[config.mk]
export PLATFORM = sky130hd
export DESIGN_NAME = shared_pin_function_mux
export DESIGN_NICKNAME = d
export VERILOG_FILES = /design/src/logic/pin_cell.sv /design/src/logic/shared_pin_function_mux.sv
export SDC_FILE = /design/constraint.sdc
export NUM_CORES = 1
export LEC_CHECK = 0
export ABC_AREA = 1
export BUFFER_PORTS_ARGS = -buffer_cell sky130_fd_sc_hd__clkbuf_2
export CAP_MARGIN = 20
export CORE_AREA = 2 2 205 207
export CTS_BUF_LIST = sky130_fd_sc_hd__clkbuf_4 sky130_fd_sc_hd__clkbuf_8 sky130_fd_sc_hd__clkbuf_16
export DETAILED_ROUTE_END_ITERATION = 10
export DIE_AREA = 0 0 207 209
export PLACE_DENSITY_LB_ADDON = 0.1
export SYNTH_ARGS = -nofsm -noshare
export SYNTH_HDL_FRONTEND = slang
export SYNTH_SLANG_ARGS = --single-unit
[constraint.sdc]
create_clock -name mclk -period 8.61 [get_ports mclk]
set_clock_uncertainty 0.05 [all_clocks]
set_input_delay 1.722 -clock mclk [delete_from_list [all_inputs] [get_ports mclk]]
set_output_delay 1.722 -clock mclk [all_outputs]
set_load 0.005 [all_outputs]
[src/logic/pin_cell.sv]
package pin_mux_pkg;

    localparam int NUM_PINS     = 32;
    localparam int NUM_IRQ      = 15;
    localparam int IRQ_BASE_PIN = 3;
    localparam int STRAP_W      = 3;

    localparam int PIN_CNT_A = 1;
    localparam int PIN_CNT_B = 2;
    localparam int PIN_TSYN  = 3;
    localparam int PIN_TCLK  = 4;
    localparam int PIN_TDAT  = 5;
    localparam int PIN_RSYN  = 6;
    localparam int PIN_RCLK  = 7;
    localparam int PIN_RDAT  = 8;

    localparam logic [STRAP_W-1:0] ID_RESET = 3'h0;

    typedef enum logic [1:0] {
        FN_GPIO,
        FN_PERIPH,
        FN_IRQ
    } fn_t;

    typedef enum logic [2:0] {
        GM_PLAIN,
        GM_DED_IN0,
        GM_DED_IN1,
        GM_DED_OUT0,
        GM_DED_OUT1
    } gmode_t;

    typedef enum logic [3:0] {
        PER_NONE,
        PER_CNT_A,
        PER_CNT_B,
        PER_TSYN,
        PER_TCLK,
        PER_TDAT,
        PER_RSYN,
        PER_RCLK,
        PER_RDAT
    } per_t;

    function automatic per_t periph_of(input int pin);
        case (pin)
            PIN_CNT_A: periph_of = PER_CNT_A;
            PIN_CNT_B: periph_of = PER_CNT_B;
            PIN_TSYN:  periph_of = PER_TSYN;
            PIN_TCLK:  periph_of = PER_TCLK;
            PIN_TDAT:  periph_of = PER_TDAT;
            PIN_RSYN:  periph_of = PER_RSYN;
            PIN_RCLK:  periph_of = PER_RCLK;
            PIN_RDAT:  periph_of = PER_RDAT;
            default:   periph_of = PER_NONE;
        endcase
    endfunction

endpackage

module pin_cell (
    // selection
    input  wire pin_mux_pkg::fn_t    fn,
    input  wire pin_mux_pkg::gmode_t gmode,
    // core side
    input  wire logic                gpio_out,
    input  wire logic                gpio_dir,
    input  wire logic                ded_out0,
    input  wire logic                ded_out1,
    input  wire logic                per_out,
    input  wire logic                per_drive,
    output logic                     gpio_rd,
    output logic                     ded_rd0,
    output logic                     ded_rd1,
    output logic                     per_rd,
    output logic                     irq_rd,
    // pad side
    input  wire logic                pad_in,
    output logic                     drive,
    output logic                     out
);
    // one owner per pin; every unselected reader sees a quiet low
    always_comb begin
        drive   = 1'b0;
        out     = 1'b0;
        gpio_rd = 1'b0;
        ded_rd0 = 1'b0;
        ded_rd1 = 1'b0;
        per_rd  = 1'b0;
        irq_rd  = 1'b0;
        case (fn)
            pin_mux_pkg::FN_GPIO: begin
                case (gmode)
                    pin_mux_pkg::GM_PLAIN: begin
                        drive   = gpio_dir;
                        out     = gpio_out;
                        gpio_rd = pad_in;
                    end
                    pin_mux_pkg::GM_DED_IN0:  ded_rd0 = pad_in;
                    pin_mux_pkg::GM_DED_IN1:  ded_rd1 = pad_in;
                    pin_mux_pkg::GM_DED_OUT0: begin
                        drive = 1'b1;
                        out   = ded_out0;
                    end
                    pin_mux_pkg::GM_DED_OUT1: begin
                        drive = 1'b1;
                        out   = ded_out1;
                    end
                    default: drive = 1'b0;
                endcase
            end
            pin_mux_pkg::FN_PERIPH: begin
                drive  = per_drive;
                out    = per_out;
                // a driven function pin does not echo back as input
                per_rd = per_drive ? 1'b0 : pad_in;
            end
            pin_mux_pkg::FN_IRQ: irq_rd = pad_in;
            default: drive = 1'b0;
        endcase
    end
endmodule

[src/logic/shared_pin_function_mux.sv]
// Notes on behaviour
// - each pin serves at most one selected function
// - 32 gpio pins, plain, dedicated in or out
// - identity straps latched on power-on reset rise
// - counter pins individually input or output
// - fifteen interrupt lines forwarded to controller
// - transmit data pin drives serial data line D
// - receive sync pin may carry data line B
// - receive clock pin bidirectional, may carry C
// - receive data pin carries data line A
module shared_pin_function_mux #(
    parameter int NUM_PINS = pin_mux_pkg::NUM_PINS,
    parameter int NUM_IRQ  = pin_mux_pkg::NUM_IRQ
) (
    // clock and reset
    input  wire logic                   mclk,
    input  wire logic                   sys_rst,
    // pin configuration
    input  wire pin_mux_pkg::fn_t       pin_fn    [NUM_PINS],
    input  wire pin_mux_pkg::gmode_t    gpio_mode [NUM_PINS],
    input  wire logic                   counter_a_drive,
    input  wire logic                   counter_b_drive,
    input  wire logic                   tsyn_drive,
    input  wire logic                   rsyn_as_data_b,
    input  wire logic                   rclk_as_data_c,
    input  wire logic                   rclk_drive,
    // gpio unit
    input  wire logic [NUM_PINS-1:0]    gpio_out,
    input  wire logic [NUM_PINS-1:0]    gpio_dir,
    input  wire logic [NUM_PINS-1:0]    ded_out0,
    input  wire logic [NUM_PINS-1:0]    ded_out1,
    output logic      [NUM_PINS-1:0]    gpio_rd,
    output logic      [NUM_PINS-1:0]    ded_rd0,
    output logic      [NUM_PINS-1:0]    ded_rd1,
    // counters
    input  wire logic                   counter_a_out,
    input  wire logic                   counter_b_out,
    output logic                        counter_a_in,
    output logic                        counter_b_in,
    // serial port
    input  wire logic                   tx_frame_sync_out,
    input  wire logic                   data_d_out,
    input  wire logic                   rx_clock_out,
    input  wire logic                   data_c_out,
    output logic                        tx_frame_sync_in,
    output logic                        tx_clock_in,
    output logic                        rx_frame_sync_in,
    output logic                        rx_clock_in,
    output logic                        data_a_in,
    output logic                        data_b_in,
    output logic                        data_c_in,
    // interrupt controller
    output logic      [NUM_IRQ-1:0]     irq_req,
    // identity straps
    input  wire logic                   power_on_reset_in,
    input  wire logic                   identity_strap_bit0,
    input  wire logic                   identity_strap_bit1,
    input  wire logic                   identity_strap_bit2,
    output logic [pin_mux_pkg::STRAP_W-1:0] identity_id,
    // pads
    input  wire logic [NUM_PINS-1:0]    pad_in,
    output logic      [NUM_PINS-1:0]    pad_out,
    output logic      [NUM_PINS-1:0]    pad_oe_n
);
    typedef struct packed {
        logic [NUM_PINS-1:0]             pad_out;
        logic [NUM_PINS-1:0]             pad_oe_n;
        logic [NUM_PINS-1:0]             gpio_rd;
        logic [NUM_PINS-1:0]             ded_rd0;
        logic [NUM_PINS-1:0]             ded_rd1;
        logic [NUM_IRQ-1:0]              irq_req;
        logic                            counter_a_in;
        logic                            counter_b_in;
        logic                            tx_frame_sync_in;
        logic                            tx_clock_in;
        logic                            rx_frame_sync_in;
        logic                            rx_clock_in;
        logic                            data_a_in;
        logic                            data_b_in;
        logic                            data_c_in;
        logic [pin_mux_pkg::STRAP_W-1:0] identity_id;
        logic                            por_q;
    } state_t;

    state_t              st_q;
    state_t              st_d;
    logic [NUM_PINS-1:0] per_out;
    logic [NUM_PINS-1:0] per_drive;
    logic [NUM_PINS-1:0] per_rd;
    logic [NUM_PINS-1:0] irq_rd;
    logic [NUM_PINS-1:0] drive;
    logic [NUM_PINS-1:0] out_w;
    logic [NUM_PINS-1:0] gpio_w;
    logic [NUM_PINS-1:0] ded0_w;
    logic [NUM_PINS-1:0] ded1_w;
    logic [pin_mux_pkg::STRAP_W-1:0] strap;

    assign strap = {identity_strap_bit2, identity_strap_bit1,
                    identity_strap_bit0};

    // what each dedicated function wants on its own pin
    always_comb begin
        for (int i = 0; i < NUM_PINS; i++) begin
            per_out[i]   = 1'b0;
            per_drive[i] = 1'b0;
            case (pin_mux_pkg::periph_of(i))
                pin_mux_pkg::PER_CNT_A: begin
                    per_drive[i] = counter_a_drive;
                    per_out[i]   = counter_a_out;
                end
                pin_mux_pkg::PER_CNT_B: begin
                    per_drive[i] = counter_b_drive;
                    per_out[i]   = counter_b_out;
                end
                pin_mux_pkg::PER_TSYN: begin
                    per_drive[i] = tsyn_drive;
                    per_out[i]   = tx_frame_sync_out;
                end
                pin_mux_pkg::PER_TDAT: begin
                    per_drive[i] = 1'b1;
                    per_out[i]   = data_d_out;
                end
                pin_mux_pkg::PER_RCLK: begin
                    per_drive[i] = rclk_drive;
                    per_out[i]   = rclk_as_data_c ? data_c_out
                                                  : rx_clock_out;
                end
                // transmit clock, receive sync and data only listen
                default: per_drive[i] = 1'b0;
            endcase
        end
    end

    generate
        for (genvar g = 0; g < NUM_PINS; g++) begin : g_pin
            pin_cell u_cell (
                .fn        (pin_fn[g]),
                .gmode     (gpio_mode[g]),
                .gpio_out  (gpio_out[g]),
                .gpio_dir  (gpio_dir[g]),
                .ded_out0  (ded_out0[g]),
                .ded_out1  (ded_out1[g]),
                .per_out   (per_out[g]),
                .per_drive (per_drive[g]),
                .gpio_rd   (gpio_w[g]),
                .ded_rd0   (ded0_w[g]),
                .ded_rd1   (ded1_w[g]),
                .per_rd    (per_rd[g]),
                .irq_rd    (irq_rd[g]),
                .pad_in    (pad_in[g]),
                .drive     (drive[g]),
                .out       (out_w[g])
            );
        end
    endgenerate

    always_comb begin
        st_d          = st_q;
        st_d.pad_out  = out_w;
        st_d.pad_oe_n = ~drive;
        st_d.gpio_rd  = gpio_w;
        st_d.ded_rd0  = ded0_w;
        st_d.ded_rd1  = ded1_w;
        st_d.irq_req  = irq_rd[pin_mux_pkg::IRQ_BASE_PIN +: NUM_IRQ];
        st_d.counter_a_in     = per_rd[pin_mux_pkg::PIN_CNT_A];
        st_d.counter_b_in     = per_rd[pin_mux_pkg::PIN_CNT_B];
        st_d.tx_frame_sync_in = per_rd[pin_mux_pkg::PIN_TSYN];
        st_d.tx_clock_in      = per_rd[pin_mux_pkg::PIN_TCLK];
        st_d.data_a_in        = per_rd[pin_mux_pkg::PIN_RDAT];
        // the alternate data use of a pin mutes its sync or clock role
        st_d.rx_frame_sync_in = rsyn_as_data_b ? 1'b0
                              : per_rd[pin_mux_pkg::PIN_RSYN];
        st_d.data_b_in        = rsyn_as_data_b
                              & per_rd[pin_mux_pkg::PIN_RSYN];
        st_d.rx_clock_in      = rclk_as_data_c ? 1'b0
                              : per_rd[pin_mux_pkg::PIN_RCLK];
        st_d.data_c_in        = rclk_as_data_c
                              & per_rd[pin_mux_pkg::PIN_RCLK];
        // straps are caught on the same clock that first sees the release
        st_d.por_q = power_on_reset_in;
        if (power_on_reset_in && !st_q.por_q) begin
            st_d.identity_id = strap;
        end
    end

    always_ff @(posedge mclk or posedge sys_rst) begin
        if (sys_rst) begin
            st_q             <= '0;
            st_q.pad_oe_n    <= '1;
            st_q.identity_id <= pin_mux_pkg::ID_RESET;
        end else begin
            st_q <= st_d;
        end
    end

    assign pad_out          = st_q.pad_out;
    assign pad_oe_n         = st_q.pad_oe_n;
    assign gpio_rd          = st_q.gpio_rd;
    assign ded_rd0          = st_q.ded_rd0;
    assign ded_rd1          = st_q.ded_rd1;
    assign irq_req          = st_q.irq_req;
    assign counter_a_in     = st_q.counter_a_in;
    assign counter_b_in     = st_q.counter_b_in;
    assign tx_frame_sync_in = st_q.tx_frame_sync_in;
    assign tx_clock_in      = st_q.tx_clock_in;
    assign rx_frame_sync_in = st_q.rx_frame_sync_in;
    assign rx_clock_in      = st_q.rx_clock_in;
    assign data_a_in        = st_q.data_a_in;
    assign data_b_in        = st_q.data_b_in;
    assign data_c_in        = st_q.data_c_in;
    assign identity_id      = st_q.identity_id;

    a_pin_owner: assert property (@(posedge mclk) disable iff (sys_rst)
        pin_fn[pin_mux_pkg::PIN_TSYN] == pin_mux_pkg::FN_IRQ
        |=> pad_oe_n[pin_mux_pkg::PIN_TSYN] && !tx_frame_sync_in
            && !gpio_rd[pin_mux_pkg::PIN_TSYN])
        else $error("irq pin also feeds another function");

    // a sampled reset means the next edge still shows reset values
    a_gpio_drive: assert property (@(posedge mclk) disable iff (sys_rst)
        !sys_rst && pin_fn[0] == pin_mux_pkg::FN_GPIO
        && gpio_mode[0] == pin_mux_pkg::GM_PLAIN && gpio_dir[0]
        |=> !pad_oe_n[0] && pad_out[0] == $past(gpio_out[0]))
        else $error("plain gpio output not on pad");

    a_ded_in: assert property (@(posedge mclk) disable iff (sys_rst)
        !sys_rst && pin_fn[9] == pin_mux_pkg::FN_GPIO
        && gpio_mode[9] == pin_mux_pkg::GM_DED_IN1
        |=> ded_rd1[9] == $past(pad_in[9]) && !ded_rd0[9] && pad_oe_n[9])
        else $error("dedicated input not routed");

    a_strap_take: assert property (@(posedge mclk) disable iff (sys_rst)
        !power_on_reset_in ##1 power_on_reset_in
        |=> identity_id == $past(strap, 1))
        else $error("identity not caught at reset rise");

    a_strap_hold: assert property (@(posedge mclk) disable iff (sys_rst)
        power_on_reset_in [*3] |=> $stable(identity_id))
        else $error("identity changed without reset rise");

    a_counter_dir: assert property (@(posedge mclk) disable iff (sys_rst)
        !sys_rst && pin_fn[pin_mux_pkg::PIN_CNT_A] == pin_mux_pkg::FN_PERIPH
        |=> pad_oe_n[pin_mux_pkg::PIN_CNT_A] == !$past(counter_a_drive)
            && (counter_a_in == ($past(!counter_a_drive)
                && $past(pad_in[pin_mux_pkg::PIN_CNT_A]))))
        else $error("counter pin direction wrong");

    a_irq_fwd: assert property (@(posedge mclk) disable iff (sys_rst)
        !sys_rst && pin_fn[17] == pin_mux_pkg::FN_IRQ
        |=> irq_req[14] == $past(pad_in[17]))
        else $error("last irq line not forwarded");

    a_tx_data: assert property (@(posedge mclk) disable iff (sys_rst)
        !sys_rst && pin_fn[pin_mux_pkg::PIN_TDAT] == pin_mux_pkg::FN_PERIPH
        |=> !pad_oe_n[pin_mux_pkg::PIN_TDAT]
            && pad_out[pin_mux_pkg::PIN_TDAT] == $past(data_d_out))
        else $error("data line D not on transmit pin");

    a_sync_data_b: assert property (@(posedge mclk) disable iff (sys_rst)
        !sys_rst && pin_fn[pin_mux_pkg::PIN_RSYN] == pin_mux_pkg::FN_PERIPH
        && rsyn_as_data_b
        |=> data_b_in == $past(pad_in[pin_mux_pkg::PIN_RSYN])
            && !rx_frame_sync_in)
        else $error("data line B not taken from sync pin");

    a_rclk_data_c: assert property (@(posedge mclk) disable iff (sys_rst)
        !sys_rst && pin_fn[pin_mux_pkg::PIN_RCLK] == pin_mux_pkg::FN_PERIPH
        && rclk_as_data_c && !rclk_drive
        |=> data_c_in == $past(pad_in[pin_mux_pkg::PIN_RCLK])
            && !rx_clock_in && pad_oe_n[pin_mux_pkg::PIN_RCLK])
        else $error("data line C not taken from clock pin");

    a_tclk_input: assert property (@(posedge mclk) disable iff (sys_rst)
        !sys_rst && pin_fn[pin_mux_pkg::PIN_TCLK] == pin_mux_pkg::FN_PERIPH
        |=> pad_oe_n[pin_mux_pkg::PIN_TCLK]
            && tx_clock_in == $past(pad_in[pin_mux_pkg::PIN_TCLK]))
        else $error("transmit clock pin driven or not read");

    a_rx_data_a: assert property (@(posedge mclk) disable iff (sys_rst)
        !sys_rst && pin_fn[pin_mux_pkg::PIN_RDAT] == pin_mux_pkg::FN_PERIPH
        |=> data_a_in == $past(pad_in[pin_mux_pkg::PIN_RDAT]))
        else $error("data line A not taken from receive pin");

    a_idle_quiet: assert property (@(posedge mclk) disable iff (sys_rst)
        pin_fn[pin_mux_pkg::PIN_TCLK] != pin_mux_pkg::FN_PERIPH
        |=> !tx_clock_in)
        else $error("unassigned clock input not low");
endmodule

[After elaboration in Yosys (flattened, before gate mapping)]
Cells that the tools add are included.
Word-level totals
  flip-flop bits (word level): 188
  bits of input ports: 338
Cells by class
  mux-type cells: 349
  bitwise logic cells: 3
  equal/unequal tests: 151
  reduce and logical (&&, ||, !) cells: 98
Operators with widths (number)
  1-bit two-way mux: 275
  3-bit by 2-bit equality test with 1-bit output (second input constant): 64
  3-bit by 1-bit equality test with 1-bit output (second input constant): 32
  3-bit equality test (second input constant): 32
  3-bit logical NOT: 32
  1-bit case mux with 3 select lines: 32
  1-bit case mux with 2 select lines: 42
  2-bit logical NOT: 32
  2-bit OR reduction: 32
  32-bit inverter: 1
  2-bit equality test (second input constant): 15
  2-bit by 1-bit equality test with 1-bit output (second input constant): 8
  1-bit bitwise AND: 2
  1-bit logical AND: 1
  1-bit logical NOT: 1

[Logic depth before layout (Yosys ltp)]
  depth after elaboration: 5
  gate-level depth with buffers: 6
  mapped depth without buffers: 6

[Modules after synthesis]
From an unflattened synthesis, not the netlist that was laid out.
Unflattened totals
  cell total of the unflattened synthesis: 1319
  area, all modules: 10546.4 um2
By module, submodules not included
  shared_pin_function_mux: times used 1, cells each 423, area each 6302.3 um2, sequential area each 4744.6 um2
  pin_cell: times used 32, cells each 28, area each 132.6 um2, sequential area each 0.0 um2

[Worst setup path before layout]
Ideal clock, no wire load.
  path kind: register to output
  from: reg, netlist name pad_oe_n[0]
  to: out pad_oe_n[0]
  cell stages (with the launch flop): 2
  slack: 6255 ps
  arrival: 583 ps
  cell sequence: dfstp_2 > buf_4
RTL lines
  to (decl): line shared_pin_function_mux.sv:63  | output logic [NUM_PINS-1:0] pad_oe_n
No word-level cell between the ends.

[Final worst setup path]
  from: reg, netlist name pad_oe_n[4]
  to: out pad_oe_n[4]
No word-level cell between the ends.

==> results.json <==
{
  "stdcell_count": 2075,
  "pwr_density_cell_mw_per_mm2": 164,
  "ys.warnings.count": 0,
  "nets": 1861,
  "critical_path_buf_inv_count": 1,
  "cp.required_ps": 6840,
  "rrSetupSlack_ps": 7610,
  "io_pins": 525,
  "cts_hold_buf": 0,
  "ys_ff_latch": 188,
  "portBuffers": 524,
  "p_leak_nw": 6.99,
  "cts_setup_buffers": 0,
  "whs_endpoint": "identity_id[0]",
  "layout_min_cycle_time_ps": 2880,
  "place_hpwl_um": 25500,
  "h-tree-depth": 4,
  "crit_arrival_ps": 1110,
  "slew-limit-headroom_pct": 47.6,
  "max_stage_delay_ps": 540,
  "yosysTopAreaCellShare_pct": 41.0,
  "antenna_found_initial": 1,
  "final_cell_mix": "524 x clkbuf_2, 187 x nor2_1, 185 x nand2_1",
  "tightest_slew_ps": 785,
  "clkTransAtPathRegs_ps": 70,
  "vias_per_cell": 4.10,
  "min_path_type": "reg2reg",
  "cts_tree": "done",
  "antenna_cells": 0,
  "drc_errors": 0,
  "drv_cap": 0,
  "min_from": "identity_id[0]",
  "crit_fanout": 1,
  "synth_area_leaders": "dfrtp_1 41%, buf_4 14%, dfstp_2 8.8%",
  "path_cells": "clkbuf_2",
  "totalWireLength_um": 30300,
  "endpoint_kind": "primary output",
  "slew_viol_final": 0,
  "overflow": 0,
  "grt_pass1_vias": 8496,
  "dieArea_mm2": 0.0433,
  "max_freq_mhz": 347,
  "synth_fp_nets": 1494,
  "cpLargestDelayFamily": "flip-flops",
  "core_mm2": 0.0413,
  "place_inst": 2043,
  "r2r-start": "st_q[0]",
  "drive_gt1_share_pct": 40.0,
  "start_kind": "flop",
  "area_growth_pct": 27.2,
  "finalSetupViolations": 0,
  "gp_congestion": 0.846,
  "crit_cells": 1,
  "grt_pass1_wl_um": 47200,
  "firstDrtPassIters": 5,
  "die-height_um": 209,
  "fin_crit_sh_pct": 33.4,
  "reg2regPathDepth": 3,
  "die_w_um": 207,
  "synth_cells": 1156,
  "drt_iter0_markers": 380,
  "rsz0062_at_grt": "no",
  "synth_area_mm2": 0.00953,
  "setup_tns_ps": 0,
  "final_common_cell": "clkbuf_2",
  "peakVddDrop_mv": 0.123,
  "ys_types": 18,
  "vias": 8506,
  "fp-row-count": 75,
  "holdWs_ps": 455,
  "initial_core_util_pct": 23.1,
  "grt_usage_pct": 14.1,
  "cts-root-buf": "clkbuf_16",
  "clockBufferDepth": 2,
  "finalHoldViolCount": 0,
  "post_cts_resized": 0,
  "clock-sinks": 188,
  "worstSetupPathType": "reg2out",
  "grt_start_max_net_pins": 76,
  "syn_area_per_cell_um2": 8.24,
  "numCtsBuffers": 17,
  "ys_seq_area_share_pct": 49.8,
  "clock_latency_ps": 430,
  "wl_per_cell_um": 14.6,
  "yosys.area.top_type": "dfrtp_1",
  "outcome": "finished clean",
  "ant_nets": 0,
  "cp_slowest_cell": "dfstp_2",
  "post-route-util_pct": 29.4,
  "r2r-end": "identity_id[0]",
  "min_path_cells": 1
}
==> cell usage after synthesis (all sizes together) <==
cell / count
nand2: 189
nor2: 188
buf: 178
nand3: 159
dfrtp: 156
inv: 141
nor4: 35
nand4: 34
dfstp: 32
o21ai: 29
nor3: 10
mux2: 3
a31oi: 1
nand3b: 1
==> final cells by class <==
cell class              count  area [um^2]
repair buffers            526         2640
inverters                 141          537
well taps                 539          674
multi-input cells         649         2920
fillers                  4568        29200
flip-flops and latches    188         4740
clock buffers              23          502
clock inverters             9          109
==> registers in the layout (all words and copies together) (netlist names), 3 cells and up <==
register,count
ded_rd1,32
pad_out,32
ded_rd0,32
pad_oe_n,32
irq_req,15
identity_id,3
gpio_rd,32
==> cells by family after synthesis <==
logic type / share of synthesized area, %
mux: 0.355
compound gates: 1.59
flops: 49.8
simple gates: 28.7
buf+inv: 19.6
==> power by group <==
group,switching (mW),internal [mW]
clock network,0.350,0.471
registers,0.00646,0.908
logic,0.145,0.102
total,0.501,1.48
==> stage by stage <==
stage | power [mW] | setup slack [ps] | cell area, um^2
CTS | 2.03 | 5670 | 12100
finish | 1.98 | 5730 | 12100
detailed placement | 1.18 | 5400 | 11500
floorplan | 1.05 | 1780 | 9530
global placement | 1.18 | 5400 | 11500
global route | 2.10 | 5670 | 12100
==> how the worst max path moves through the flow <==
stage / from / endpoint
6_report: pad_oe_n[4] / pad_oe_n[4]
5_1_grt: pad_oe_n[4] / pad_oe_n[4]
4_1_cts: pad_oe_n[4] / pad_oe_n[4]
3_5_place_dp: sys_rst / ded_rd0[14]
3_3_place_gp: sys_rst / pad_out[15]
2_1_floorplan: sys_rst / counter_a_in
==> layer usage <==
layer  wire [um]  part of all wire [%]  GRT usage (%)  vias up
li1            -                     -              -     4261
met2       15500                    51           24.4      290
met4         619                   2.0           5.47        2
met1       11800                    39           15.8     3927
met3        2360                   7.8           4.94       26
met5          13                 0.043              0        -
(Power assumes the default switching activity.)
